## config.mk

```make
export PLATFORM = sky130hd
export DESIGN_NAME = channel_power_control_regs
export DESIGN_NICKNAME = d
export VERILOG_FILES = /design/src/rtl/chan_power_pkg.sv /design/src/rtl/chan_path_power.sv /design/src/rtl/chan_power_readback.sv /design/src/rtl/channel_power_control_regs.sv
export SDC_FILE = /design/constraint.sdc
export NUM_CORES = 1
export LEC_CHECK = 0
export ABC_AREA = 1
export BUFFER_PORTS_ARGS = -buffer_cell sky130_fd_sc_hd__buf_4
export CAP_MARGIN = 20
export CORE_MARGIN = 1
export CORE_UTILIZATION = 54
export DETAILED_ROUTE_END_ITERATION = 8
export GPL_TIMING_DRIVEN = 0
export PLACE_DENSITY = 0.79
export SETUP_SLACK_MARGIN = 0.02
export SLEW_MARGIN = 20
export SYNTH_ARGS = -nofsm -noshare
export SYNTH_HDL_FRONTEND = slang
export SYNTH_SLANG_ARGS = --single-unit
export TNS_END_PERCENT = 100
```

## constraint.sdc

```tcl
create_clock -name i_sys_clk -period 1.58 [get_ports i_sys_clk]
set_input_delay 0.316 -clock i_sys_clk [delete_from_list [all_inputs] [get_ports i_sys_clk]]
set_output_delay 0.316 -clock i_sys_clk [all_outputs]
set_load 0.02 [all_outputs]
```

## src/rtl/chan_power_pkg.sv

```systemverilog
// Package with offsets, field positions, reset values and widths of the channel power registers.
// Function
// - Channel enable at 0x76 resets to 0xCC; bits 7..4 enable input channels 1..4.
// - Channel enable bits 3..0 enable output channels 1..4; channels 1, 2 reset on.
// - Dynamic options bit 7: 0 refuses record changes while recording, 1 allows them.
// - Dynamic options bit 6: 0 covers record channels 1-2, 1 covers channels 1-4.
// - Dynamic options bit 5: 0 refuses playback changes while playing, 1 allows them.
// - Dynamic options bit 4: 0 covers playback channels 1-2, 1 covers channels 1-4.
// - Dynamic options bit 3 flags modulator clock differing from the PDM clock.
// - Dynamic options bits 2..0 are reserved, read zero; host writes only zero.
// - Power control bit 7: 0 powers all record channels down, 1 powers enabled ones.
// - Power control bit 6: 0 powers all playback channels down, 1 powers enabled ones.
// - Power control bit 5 powers the microphone supply; resets to zero.
// - Power control bit 3 enables the ultrasound activity detector.
// - Power control bit 2 enables the voice activity detector.
// - Power control bit 1 enables the second ultrasound activity detector.
// - Power control bits 4 and 0 are reserved, read zero; host writes only zero.
// - Status at 0x79 reports each channel's real power state, 1 meaning powered.
package chan_power_pkg;

  localparam int unsigned ADDR_W = 8;
  localparam int unsigned DATA_W = 8;
  localparam int unsigned NUM_CHAN = 4;
  localparam int unsigned NUM_DYN_NARROW = 2;

  localparam logic [7:0] OFS_CHANNEL_ENABLE = 8'h76;
  localparam logic [7:0] OFS_DYNAMIC_POWER_OPTIONS = 8'h77;
  localparam logic [7:0] OFS_POWER_CONTROL = 8'h78;
  localparam logic [7:0] OFS_CHANNEL_POWER_STATUS = 8'h79;

  localparam logic [7:0] RST_CHANNEL_ENABLE = 8'hCC;
  localparam logic [7:0] RST_DYNAMIC_POWER_OPTIONS = 8'h00;
  localparam logic [7:0] RST_POWER_CONTROL = 8'h00;
  localparam logic [7:0] RST_CHANNEL_POWER_STATUS = 8'h00;
  localparam logic [7:0] UNMAPPED_READ_VALUE = 8'h00;

  // Writable-bit masks; reserved positions are dropped on write and read as zero.
  localparam logic [7:0] MASK_DYNAMIC_POWER_OPTIONS = 8'hF8;
  localparam logic [7:0] MASK_POWER_CONTROL = 8'hEE;

  // Channel enable and status layout: channel 1 sits in the highest bit of each nibble.
  localparam int unsigned POS_INPUT_CHAN1 = 7;
  localparam int unsigned POS_OUTPUT_CHAN1 = 3;

  localparam int unsigned POS_RECORD_DYNAMIC_POWER = 7;
  localparam int unsigned POS_RECORD_DYNAMIC_RANGE = 6;
  localparam int unsigned POS_PLAYBACK_DYNAMIC_POWER = 5;
  localparam int unsigned POS_PLAYBACK_DYNAMIC_RANGE = 4;
  localparam int unsigned POS_SPLIT_MODULATOR_CLOCK = 3;

  localparam int unsigned POS_RECORD_POWER_ON = 7;
  localparam int unsigned POS_PLAYBACK_POWER_ON = 6;
  localparam int unsigned POS_MIC_SUPPLY_POWER_ON = 5;
  localparam int unsigned POS_ULTRASOUND_DETECT_ON = 3;
  localparam int unsigned POS_VOICE_DETECT_ON = 2;
  localparam int unsigned POS_ULTRASOUND_GATE_ON = 1;

endpackage

```

## src/rtl/chan_path_power.sv

```systemverilog
// Power sequencing of the four channels of one audio path.
`timescale 1ns/1ps

module chan_path_power #(
  parameter int unsigned NUM_CHAN = chan_power_pkg::NUM_CHAN,
  parameter int unsigned NUM_NARROW = chan_power_pkg::NUM_DYN_NARROW
) (
  input wire logic i_sys_clk,
  input wire logic i_srst,
  input wire logic i_path_power_on,
  input wire logic [NUM_CHAN-1:0] i_chan_enable,
  input wire logic i_dynamic_power,
  input wire logic i_dynamic_range,
  output logic [NUM_CHAN-1:0] o_chan_power_q,
  output logic o_change_held_q
);

  logic [NUM_CHAN-1:0] power_d;
  logic any_on;

  assign any_on = |o_chan_power_q;

  // Index 0 is channel 1. With the path on and any channel running, only channels covered by the
  // dynamic option may follow their enable bit; others keep their state. Path off clears all.
  always_comb begin
    power_d = o_chan_power_q;
    for (int i = 0; i < NUM_CHAN; i++) begin
      if (!i_path_power_on) begin
        power_d[i] = 1'b0;
      end else if (!any_on) begin
        power_d[i] = i_chan_enable[i];
      end else if (i_dynamic_power && (i < NUM_NARROW || i_dynamic_range)) begin
        power_d[i] = i_chan_enable[i];
      end else begin
        power_d[i] = o_chan_power_q[i];
      end
    end
  end

  always_ff @(posedge i_sys_clk) begin
    if (i_srst) begin
      o_chan_power_q <= '0;
    end else begin
      o_chan_power_q <= power_d;
    end
  end

  // Flags a path whose requested channel set is being held back while it runs.
  always_ff @(posedge i_sys_clk) begin
    if (i_srst) begin
      o_change_held_q <= 1'b0;
    end else begin
      o_change_held_q <= i_path_power_on && (power_d != i_chan_enable);
    end
  end

endmodule

```

## src/rtl/chan_power_readback.sv

```systemverilog
// Read multiplexer for the channel power register bank.
`timescale 1ns/1ps

module chan_power_readback (
  input wire logic [7:0] i_addr,
  input wire logic [7:0] i_channel_enable,
  input wire logic [7:0] i_dynamic_power_options,
  input wire logic [7:0] i_power_control,
  input wire logic [7:0] i_channel_power_status,
  output logic [7:0] o_rdata,
  output logic o_hit
);

  always_comb begin
    o_hit = 1'b1;
    case (i_addr)
      chan_power_pkg::OFS_CHANNEL_ENABLE: begin
        o_rdata = i_channel_enable;
      end
      chan_power_pkg::OFS_DYNAMIC_POWER_OPTIONS: begin
        o_rdata = i_dynamic_power_options & chan_power_pkg::MASK_DYNAMIC_POWER_OPTIONS;
      end
      chan_power_pkg::OFS_POWER_CONTROL: begin
        o_rdata = i_power_control & chan_power_pkg::MASK_POWER_CONTROL;
      end
      chan_power_pkg::OFS_CHANNEL_POWER_STATUS: begin
        o_rdata = i_channel_power_status;
      end
      default: begin
        o_rdata = chan_power_pkg::UNMAPPED_READ_VALUE;
        o_hit = 1'b0;
      end
    endcase
  end

endmodule

```

## src/rtl/channel_power_control_regs.sv

```systemverilog
// Channel enable, dynamic power and path power register bank with channel sequencing.
`timescale 1ns/1ps

module channel_power_control_regs #(
  parameter int unsigned NUM_CHAN = chan_power_pkg::NUM_CHAN
) (
  input wire logic i_sys_clk,
  input wire logic i_srst,
  // Register port from the control interface.
  input wire logic i_reg_wr_en,
  input wire logic i_reg_rd_en,
  input wire logic [chan_power_pkg::ADDR_W-1:0] i_reg_addr,
  input wire logic [chan_power_pkg::DATA_W-1:0] i_reg_wdata,
  output logic [chan_power_pkg::DATA_W-1:0] o_reg_rdata,
  output logic o_reg_rvalid,
  output logic o_reg_wr_ack,
  output logic o_reg_addr_miss,
  // Channel power controls, index 0 is channel 1.
  output logic [NUM_CHAN-1:0] o_input_chan_power,
  output logic [NUM_CHAN-1:0] o_output_chan_power,
  output logic o_record_change_held,
  output logic o_playback_change_held,
  output logic o_split_modulator_clock,
  output logic o_mic_supply_power_on,
  output logic o_ultrasound_detect_on,
  output logic o_voice_detect_on,
  output logic o_ultrasound_gate_on
);

  ////////////////////////////////////////////////////////////////////////////////
  // Register storage.

  logic [7:0] channel_enable_q;
  logic [7:0] dynamic_power_options_q;
  logic [7:0] power_control_q;
  logic [7:0] channel_power_status;
  logic wr_channel_enable;
  logic wr_dynamic_power_options;
  logic wr_power_control;

  // Address compare used by every write decode below.
  function automatic logic hit(input logic [7:0] addr, input logic [7:0] ofs);
    hit = (addr == ofs);
  endfunction

  // Reverse a nibble so that channel 1, held in the high bit, lands on index 0.
  function automatic logic [3:0] chan_order(input logic [3:0] nib);
    chan_order = {nib[0], nib[1], nib[2], nib[3]};
  endfunction

  assign wr_channel_enable = i_reg_wr_en && hit(i_reg_addr, chan_power_pkg::OFS_CHANNEL_ENABLE);
  assign wr_dynamic_power_options =
    i_reg_wr_en && hit(i_reg_addr, chan_power_pkg::OFS_DYNAMIC_POWER_OPTIONS);
  assign wr_power_control = i_reg_wr_en && hit(i_reg_addr, chan_power_pkg::OFS_POWER_CONTROL);

  always_ff @(posedge i_sys_clk) begin
    if (i_srst) begin
      channel_enable_q <= chan_power_pkg::RST_CHANNEL_ENABLE;
    end else if (wr_channel_enable) begin
      channel_enable_q <= i_reg_wdata;
    end
  end

  // Reserved positions never store, so they read back as zero whatever is written.
  always_ff @(posedge i_sys_clk) begin
    if (i_srst) begin
      dynamic_power_options_q <= chan_power_pkg::RST_DYNAMIC_POWER_OPTIONS;
    end else if (wr_dynamic_power_options) begin
      dynamic_power_options_q <= i_reg_wdata & chan_power_pkg::MASK_DYNAMIC_POWER_OPTIONS;
    end
  end

  always_ff @(posedge i_sys_clk) begin
    if (i_srst) begin
      power_control_q <= chan_power_pkg::RST_POWER_CONTROL;
    end else if (wr_power_control) begin
      power_control_q <= i_reg_wdata & chan_power_pkg::MASK_POWER_CONTROL;
    end
  end

  ////////////////////////////////////////////////////////////////////////////////
  // Path sequencing. The sequencers sample the registers one edge after the
  // write lands, so a change never acts on a half-written value.

  logic [NUM_CHAN-1:0] input_power_q;
  logic [NUM_CHAN-1:0] output_power_q;
  logic record_held_q;
  logic playback_held_q;

  chan_path_power #(
    .NUM_CHAN(NUM_CHAN),
    .NUM_NARROW(chan_power_pkg::NUM_DYN_NARROW)
  ) u_record_path (
    .i_sys_clk(i_sys_clk),
    .i_srst(i_srst),
    .i_path_power_on(power_control_q[chan_power_pkg::POS_RECORD_POWER_ON]),
    .i_chan_enable(chan_order(channel_enable_q[7:4])),
    .i_dynamic_power(dynamic_power_options_q[chan_power_pkg::POS_RECORD_DYNAMIC_POWER]),
    .i_dynamic_range(dynamic_power_options_q[chan_power_pkg::POS_RECORD_DYNAMIC_RANGE]),
    .o_chan_power_q(input_power_q),
    .o_change_held_q(record_held_q)
  );

  chan_path_power #(
    .NUM_CHAN(NUM_CHAN),
    .NUM_NARROW(chan_power_pkg::NUM_DYN_NARROW)
  ) u_playback_path (
    .i_sys_clk(i_sys_clk),
    .i_srst(i_srst),
    .i_path_power_on(power_control_q[chan_power_pkg::POS_PLAYBACK_POWER_ON]),
    .i_chan_enable(chan_order(channel_enable_q[3:0])),
    .i_dynamic_power(dynamic_power_options_q[chan_power_pkg::POS_PLAYBACK_DYNAMIC_POWER]),
    .i_dynamic_range(dynamic_power_options_q[chan_power_pkg::POS_PLAYBACK_DYNAMIC_RANGE]),
    .o_chan_power_q(output_power_q),
    .o_change_held_q(playback_held_q)
  );

  assign o_input_chan_power = input_power_q;
  assign o_output_chan_power = output_power_q;
  assign o_record_change_held = record_held_q;
  assign o_playback_change_held = playback_held_q;

  ////////////////////////////////////////////////////////////////////////////////
  // Static controls straight from the register flops.

  assign o_split_modulator_clock =
    dynamic_power_options_q[chan_power_pkg::POS_SPLIT_MODULATOR_CLOCK];
  assign o_mic_supply_power_on = power_control_q[chan_power_pkg::POS_MIC_SUPPLY_POWER_ON];
  assign o_ultrasound_detect_on = power_control_q[chan_power_pkg::POS_ULTRASOUND_DETECT_ON];
  assign o_voice_detect_on = power_control_q[chan_power_pkg::POS_VOICE_DETECT_ON];
  assign o_ultrasound_gate_on = power_control_q[chan_power_pkg::POS_ULTRASOUND_GATE_ON];

  ////////////////////////////////////////////////////////////////////////////////
  // Read path. Status reflects the sequencer flops, not the requested enables.

  logic [7:0] rdata_mux;
  logic rd_hit;

  assign channel_power_status = {chan_order(input_power_q), chan_order(output_power_q)};

  chan_power_readback u_readback (
    .i_addr(i_reg_addr),
    .i_channel_enable(channel_enable_q),
    .i_dynamic_power_options(dynamic_power_options_q),
    .i_power_control(power_control_q),
    .i_channel_power_status(channel_power_status),
    .o_rdata(rdata_mux),
    .o_hit(rd_hit)
  );

  always_ff @(posedge i_sys_clk) begin
    if (i_srst) begin
      o_reg_rdata <= chan_power_pkg::UNMAPPED_READ_VALUE;
    end else if (i_reg_rd_en) begin
      o_reg_rdata <= rdata_mux;
    end
  end

  always_ff @(posedge i_sys_clk) begin
    if (i_srst) begin
      o_reg_rvalid <= 1'b0;
      o_reg_wr_ack <= 1'b0;
    end else begin
      o_reg_rvalid <= i_reg_rd_en;
      o_reg_wr_ack <= i_reg_wr_en;
    end
  end

  // Misses cover unmapped addresses and writes to the read-only status register.
  always_ff @(posedge i_sys_clk) begin
    if (i_srst) begin
      o_reg_addr_miss <= 1'b0;
    end else begin
      o_reg_addr_miss <= (i_reg_rd_en && !rd_hit) ||
        (i_reg_wr_en && !(wr_channel_enable || wr_dynamic_power_options || wr_power_control));
    end
  end

endmodule

```

==> results of run 1 <==
==> placed cells by master (no fill, tap or decap), drive strengths merged <==
master  count
clkinv      1
dfxtp      40
buf        51
nand3      34
inv        38
clkbuf     12
nor3        9
nand4      11
o21ai      30
nand2      73
a21oi      34
nor2       33
==> layer usage <==
metal	track usage (%)	routed length [µm]	part of all wire, %
met1	38.0	2430	45
met2	44.3	2430	45
met4	10.6	80	1.5
met3	6.07	484	8.9
met5	0	0	0
==> kinds of logic after synthesis <==
kind of cell	count (synthesis)	synth area share, %
and+or+nand+nor	160	35.9
AOI/OAI and AO/OA	64	15.6
buffers and inverters	50	10.3
DFF	40	38.2
==> worst register-to-register path: stages, from the launching register on <==
cell and delay, ns:
dfxtp_1 0.43, nor2_1 0.06, nand2_1 0.27, nand3_1 0.11, nand2_1 0.10, nand2_1 0.06, nand2_1 0.08, nor2_1 0.04
a21oi_1 0.12
==> metrics by stage <==
stage               power, mW  hold slack, ns
finish                   1.86           0.250
global route             1.91           0.265
CTS                      1.87           0.242
detailed placement       1.18           0.455
global placement         1.18           0.453
floorplan                1.11           0.416
==> how the worst min path moves through the flow <==
| stage | from | to | slack [ns] | cells past startpoint |
|---|---|---|---|---|
| after floorplan | i_srst | channel_enable_q[2] | 0.42 | 2 |
| after global placement | o_reg_rdata[3] | o_reg_rdata[3] | 0.45 | 2 |
| after detailed placement | o_reg_rdata[1] | o_reg_rdata[1] | 0.46 | 2 |
| after CTS | i_reg_wdata[3] | channel_enable_q[3] | 0.24 | 3 |
| after global routing | i_reg_wdata[3] | channel_enable_q[3] | 0.26 | 3 |
| final | i_reg_wdata[3] | channel_enable_q[3] | 0.25 | 3 |
==> sequential cells by signal, summed over array words and instances (netlist names) <==
register	count
channel_enable_q	8
dynamic_power_options_q	5
o_reg_addr_miss	1
o_reg_rdata	8
o_reg_rvalid	1
o_reg_wr_ack	1
power_control_q	6
u_playback_path.o_chan_power_q	4
u_playback_path.o_change_held_q	1
u_record_path.o_chan_power_q	4
u_record_path.o_change_held_q	1
==> power by group through the flow <==
| stage | Clock (mW) | Sequential, mW | Combinational (mW) |
|---|---|---|---|
| floorplan | 0 | 1.05 | 0.0679 |
| global placement | 0 | 1.04 | 0.142 |
| detailed placement | 0 | 1.04 | 0.143 |
| CTS | 0.707 | 1.02 | 0.144 |
| global route | 0.741 | 1.02 | 0.157 |
| finish | 0.697 | 1.02 | 0.144 |
==> synthesized netlist by cell type, drive strengths merged <==
master,instances
inv,38
clkinv,1
nor3,9
nor2,33
a21oi,34
dfxtp,40
o21ai,30
nand4,11
nand2,73
nand3,34
buf,7
clkbuf,4
==> final cells by class <==
cell class	instances	area share, %
multi-input cells	224	41.9
inverters	39	5.68
repair buffers	44	12.8
flip-flops and latches	40	31.1
well taps	48	2.33
clock buffers	8	3.50
plain buffers	11	2.67
==> results_dict.tcl, run 1 <==
set metrics [dict create \
    status "complete, no violations" \
    reg2reg_slack_ns 0.23 \
    die_w_um 64.3 \
    syn_avg_cell_area_um2 6.68 \
    synth_top_area_share_pct 38.2 \
    syn_nets 334 \
    hold_viol 0 \
    grt_pass1_vias 1965 \
    clockBufferDepth 2 \
    period_share_pct 85.3 \
    hpwl_um 4060 \
    fill_cells 345 \
    power_frac_seq_pct 54.7 \
    drive_gt1_share_pct 21.3 \
    worstMarginPinSlew_ns 0.560 \
    p_int_mw 1.42 \
    ir_drop_uv 467 \
    cts_tree "yes" \
    switchingPower_mw 0.432 \
    grt_start_max_net_pins 12 \
    ys_ff_latch 40 \
    placementRows 22 \
    arrival_ns 1.57 \
    dp_cells 406 \
    grt_pass1_wl_um 9020 \
    cp.required_ns 1.80 \
    netlist_area_um2 2100 \
    holdBufCountCts 0 \
    portBuffers 44 \
    coreArea_um2 3690 \
    multi_input_area_um2 1080 \
    nets 385 \
    worst_path_most_repeated_cell "nand2_1" \
    ys_top_cells_by_area "dfxtp_1, nand2_1, a21oi_1" \
    yosysWarnings 0 \
    track_usage_pct 28.4 \
    worst_slack_ns 0.232 \
    setup_viol 0 \
    worstSetupEndpointType "register" \
    final_util_pct 69.9 \
    wirelength_um 5430 \
    place_congestion 0.886 \
    worstPathCellList "nor2_1 > nand2_1 > nand3_1 > nand2_1 > nand2_1 > nand2_1 > nor2_1 > a21oi_1" \
    endpoint "u_playback_path.o_change_held_q" \
    slew_violations 0 \
    slowest_delay_ns 0.43 \
    synth_cell_types 21 \
    min_path_type "in -> reg" \
    antenna_found_initial 0 \
    drtIter0Drc 182 \
    cts-root-buf "clkbuf_8" \
    crit_slowest_cell "dfxtp_1" \
    clk_pin_slew_ns 0.07 \
    synth_cells 314 \
    antennaDiodeCount 0 \
    final_design_area_no_fill_um2 2580 \
    max_freq_mhz 742 \
    cap_violations 0 \
    finalClockSkew_ns 0.00434 \
    place_area_um2 2490 \
    initial_core_util_pct 56.9 \
    numCtsBuffers 5 \
    clk_latency_ns 0.29 \
    vias 2234 \
    cts_resized 0 \
    pwr-share-clk_pct 37.5 \
    leakage_nw 1.15 \
    fin_crit_ns 1.35 \
    seqCellArea_um2 801 \
    critPathLaunchType "register" \
    ctsHtreeMaxLevel 2 \
    ant_nets 0 \
    grt_setup_unrepaired "false" \
    fin_tns_setup_ns 0 \
    cp.depth 8 \
    powerDensity_nw_per_um2 720 \
    stdcell_count 414 \
    r2r-start "u_playback_path.o_chan_power_q[3]" \
    cts_sinks 40 \
    firstDrtPassIters 5 \
    remaining_drc_errors 0 \
    criticalPathCategory "reg -> reg" \
    reg2regPathDepth 8 \
    die_area_um2 4140 \
    via_per_inst 5.40 \
    cp_num_buf_inv 0 \
    crit_path_start "u_playback_path.o_chan_power_q[3]" \
    ios 46 \
    r2r-end "u_playback_path.o_change_held_q" \
    area_growth_pct 22.9 \
    synth-seq-area-share_pct 38.2 \
    comb_power_share_pct 7.7 \
    slew_headroom_pct 62.7 \
    cpLargestDelayFamily "simple AND/OR/NAND/NOR gates" \
    place_ws_ns 0.0298 \
    switching_share_pct 23.3 \
    synth_top_area_cell "dfxtp_1" \
    fp.dieH_um 64.3 \
    critPathMaxFanout 9 \
    routedWlPerCell_um 13.1 \
    grt_overflow 0 \
    post-cts-setup-buffers 0 \
]
(Power assumes the default switching activity.)
==> run 2: changes to the inputs <==
PLACE_DENSITY = 0.86   (was 0.79)
==> results_dict.tcl, run 2 (synthesis gave the netlist of run 1 again) <==
set metrics [dict create \
    vias 2309 \
    fp.dieH_um 64.3 \
    power_frac_seq_pct 56.0 \
    hold_viol 0 \
    die_area_um2 4140 \
    reg_top3 "channel_enable_q: 8 flops, o_reg_rdata: 8 flops, power_control_q: 6 flops" \
    leakage_nw 1.15 \
    worstMarginPinSlew_ns 0.543 \
    switchingPower_mw 0.444 \
    grt_start_max_net_pins 12 \
    min_path_type "in -> reg" \
    antennaDiodeCount 0 \
    status "complete, no violations" \
    slew_violations 0 \
    clk_pin_slew_ns 0.07 \
    powerDensity_nw_per_um2 707 \
    ios 46 \
    worstSetupEndpointType "register" \
    layout_common_cells "nand2_1, buf_4, dfxtp_1" \
    comb_power_share_pct 8.1 \
    holdBufCountCts 0 \
    fin_crit_ns 1.36 \
    initial_core_util_pct 56.9 \
    mostFrequentLayoutCell "nand2_1" \
    period_share_pct 86.0 \
    via_per_inst 5.59 \
    wirelength_um 5550 \
    crit_slowest_cell "dfxtp_1" \
    grt_pass1_wl_um 9330 \
    numCtsBuffers 5 \
    cts_resized 0 \
    firstDrtPassIters 5 \
    cts_sinks 40 \
    drive_gt1_share_pct 21.4 \
    track_usage_pct 29.5 \
    critPathMaxFanout 9 \
    clockBufferDepth 2 \
    finalClockSkew_ns 0.00157 \
    drtIter0Drc 160 \
    ant_nets 0 \
    post-cts-setup-buffers 0 \
    placementRows 22 \
    slew_headroom_pct 63.8 \
    cap_violations 0 \
    place_congestion 0.901 \
    ctsHtreeMaxLevel 2 \
    critPathLaunchType "register" \
    routedWlPerCell_um 13.4 \
    remaining_drc_errors 0 \
    clk_latency_ns 0.30 \
    cts_tree "yes" \
    place_ws_ns 0.0221 \
    p_int_mw 1.37 \
    cts-root-buf "clkbuf_8" \
    portBuffers 44 \
    setup_viol 0 \
    coreArea_um2 3690 \
    pwr-share-clk_pct 35.9 \
    arrival_ns 1.58 \
    area_growth_pct 22.3 \
    grt_overflow 0 \
    antenna_found_initial 0 \
    criticalPathCategory "reg -> reg" \
    cp.required_ns 1.81 \
    worstPathCellList "nor2_1 > nand2_1 > nand3_1 > nand2_1 > nand2_1 > nand2_1 > nor2_1 > a21oi_1" \
    worst_slack_ns 0.221 \
    die_w_um 64.3 \
    place_area_um2 2490 \
    hpwl_um 4030 \
    slowest_delay_ns 0.44 \
    final_design_area_no_fill_um2 2560 \
    nets 385 \
    fin_tns_setup_ns 0 \
    worst_path_most_repeated_cell "nand2_1" \
    max_freq_mhz 736 \
    grt_pass1_vias 2077 \
    ir_drop_uv 581 \
    switching_share_pct 24.5 \
    grt_setup_unrepaired "false" \
]
run 2: critical path, delay by kind of cell, from the launching register on:
kind | cells | cell delay, ns
AOI/OAI and AO/OA | 1 | 0.13
DFF | 1 | 0.44
and+or+nand+nor | 7 | 0.70
run 2: layout make-up:
class / count / area, µm²
well taps: 48 / 60.1
clock buffers: 6 / 72.6
flip-flops and latches: 40 / 801
inverters: 39 / 146
plain buffers: 11 / 68.8
clock inverters: 1 / 5.00
repair buffers: 44 / 330
fillers: 335 / 1120
multi-input cells: 224 / 1080
run 2: per-stage QoR:
step / std cells / total power [mW] / util (%) / hold WS, ns
3_5_place_dp: 406 / 1.18 / 67.4 / 0.458
2_1_floorplan: 314 / 1.11 / - / 0.416
3_3_place_gp: 406 / 1.18 / 67.4 / 0.453
6_report: 413 / 1.81 / 69.5 / 0.251
4_1_cts: 413 / 1.81 / 69.5 / 0.249
5_1_grt: 413 / 1.86 / 69.5 / 0.253
run 2: layer usage:
metal	GRT usage (%)	part of all wire [%]
met5	0	0
met4	10.0	1.6
met2	47.8	46
met1	38.1	43
met3	6.96	9.4
run 2: power by group through the flow:
stage	clock (mW)	combinational (mW)	sequential (mW)
after floorplan	0	0.0679	1.05
after global placement	0	0.140	1.04
after detailed placement	0	0.144	1.04
after CTS	0.651	0.145	1.02
after global routing	0.688	0.158	1.02
final	0.651	0.146	1.02
run 2: path summary, 6_finish.rpt:
kind / slack [ns] / to / startpoint / cells past startpoint
max reg2reg: 0.22 / u_record_path.o_change_held_q / u_record_path.o_chan_power_q[0] / 8
max: 0.22 / u_record_path.o_change_held_q / u_record_path.o_chan_power_q[0] / 8
min reg2reg: 0.47 / o_reg_rdata[4] / o_reg_rdata[4] / 2
min: 0.25 / channel_enable_q[3] / i_reg_wdata[3] / 3
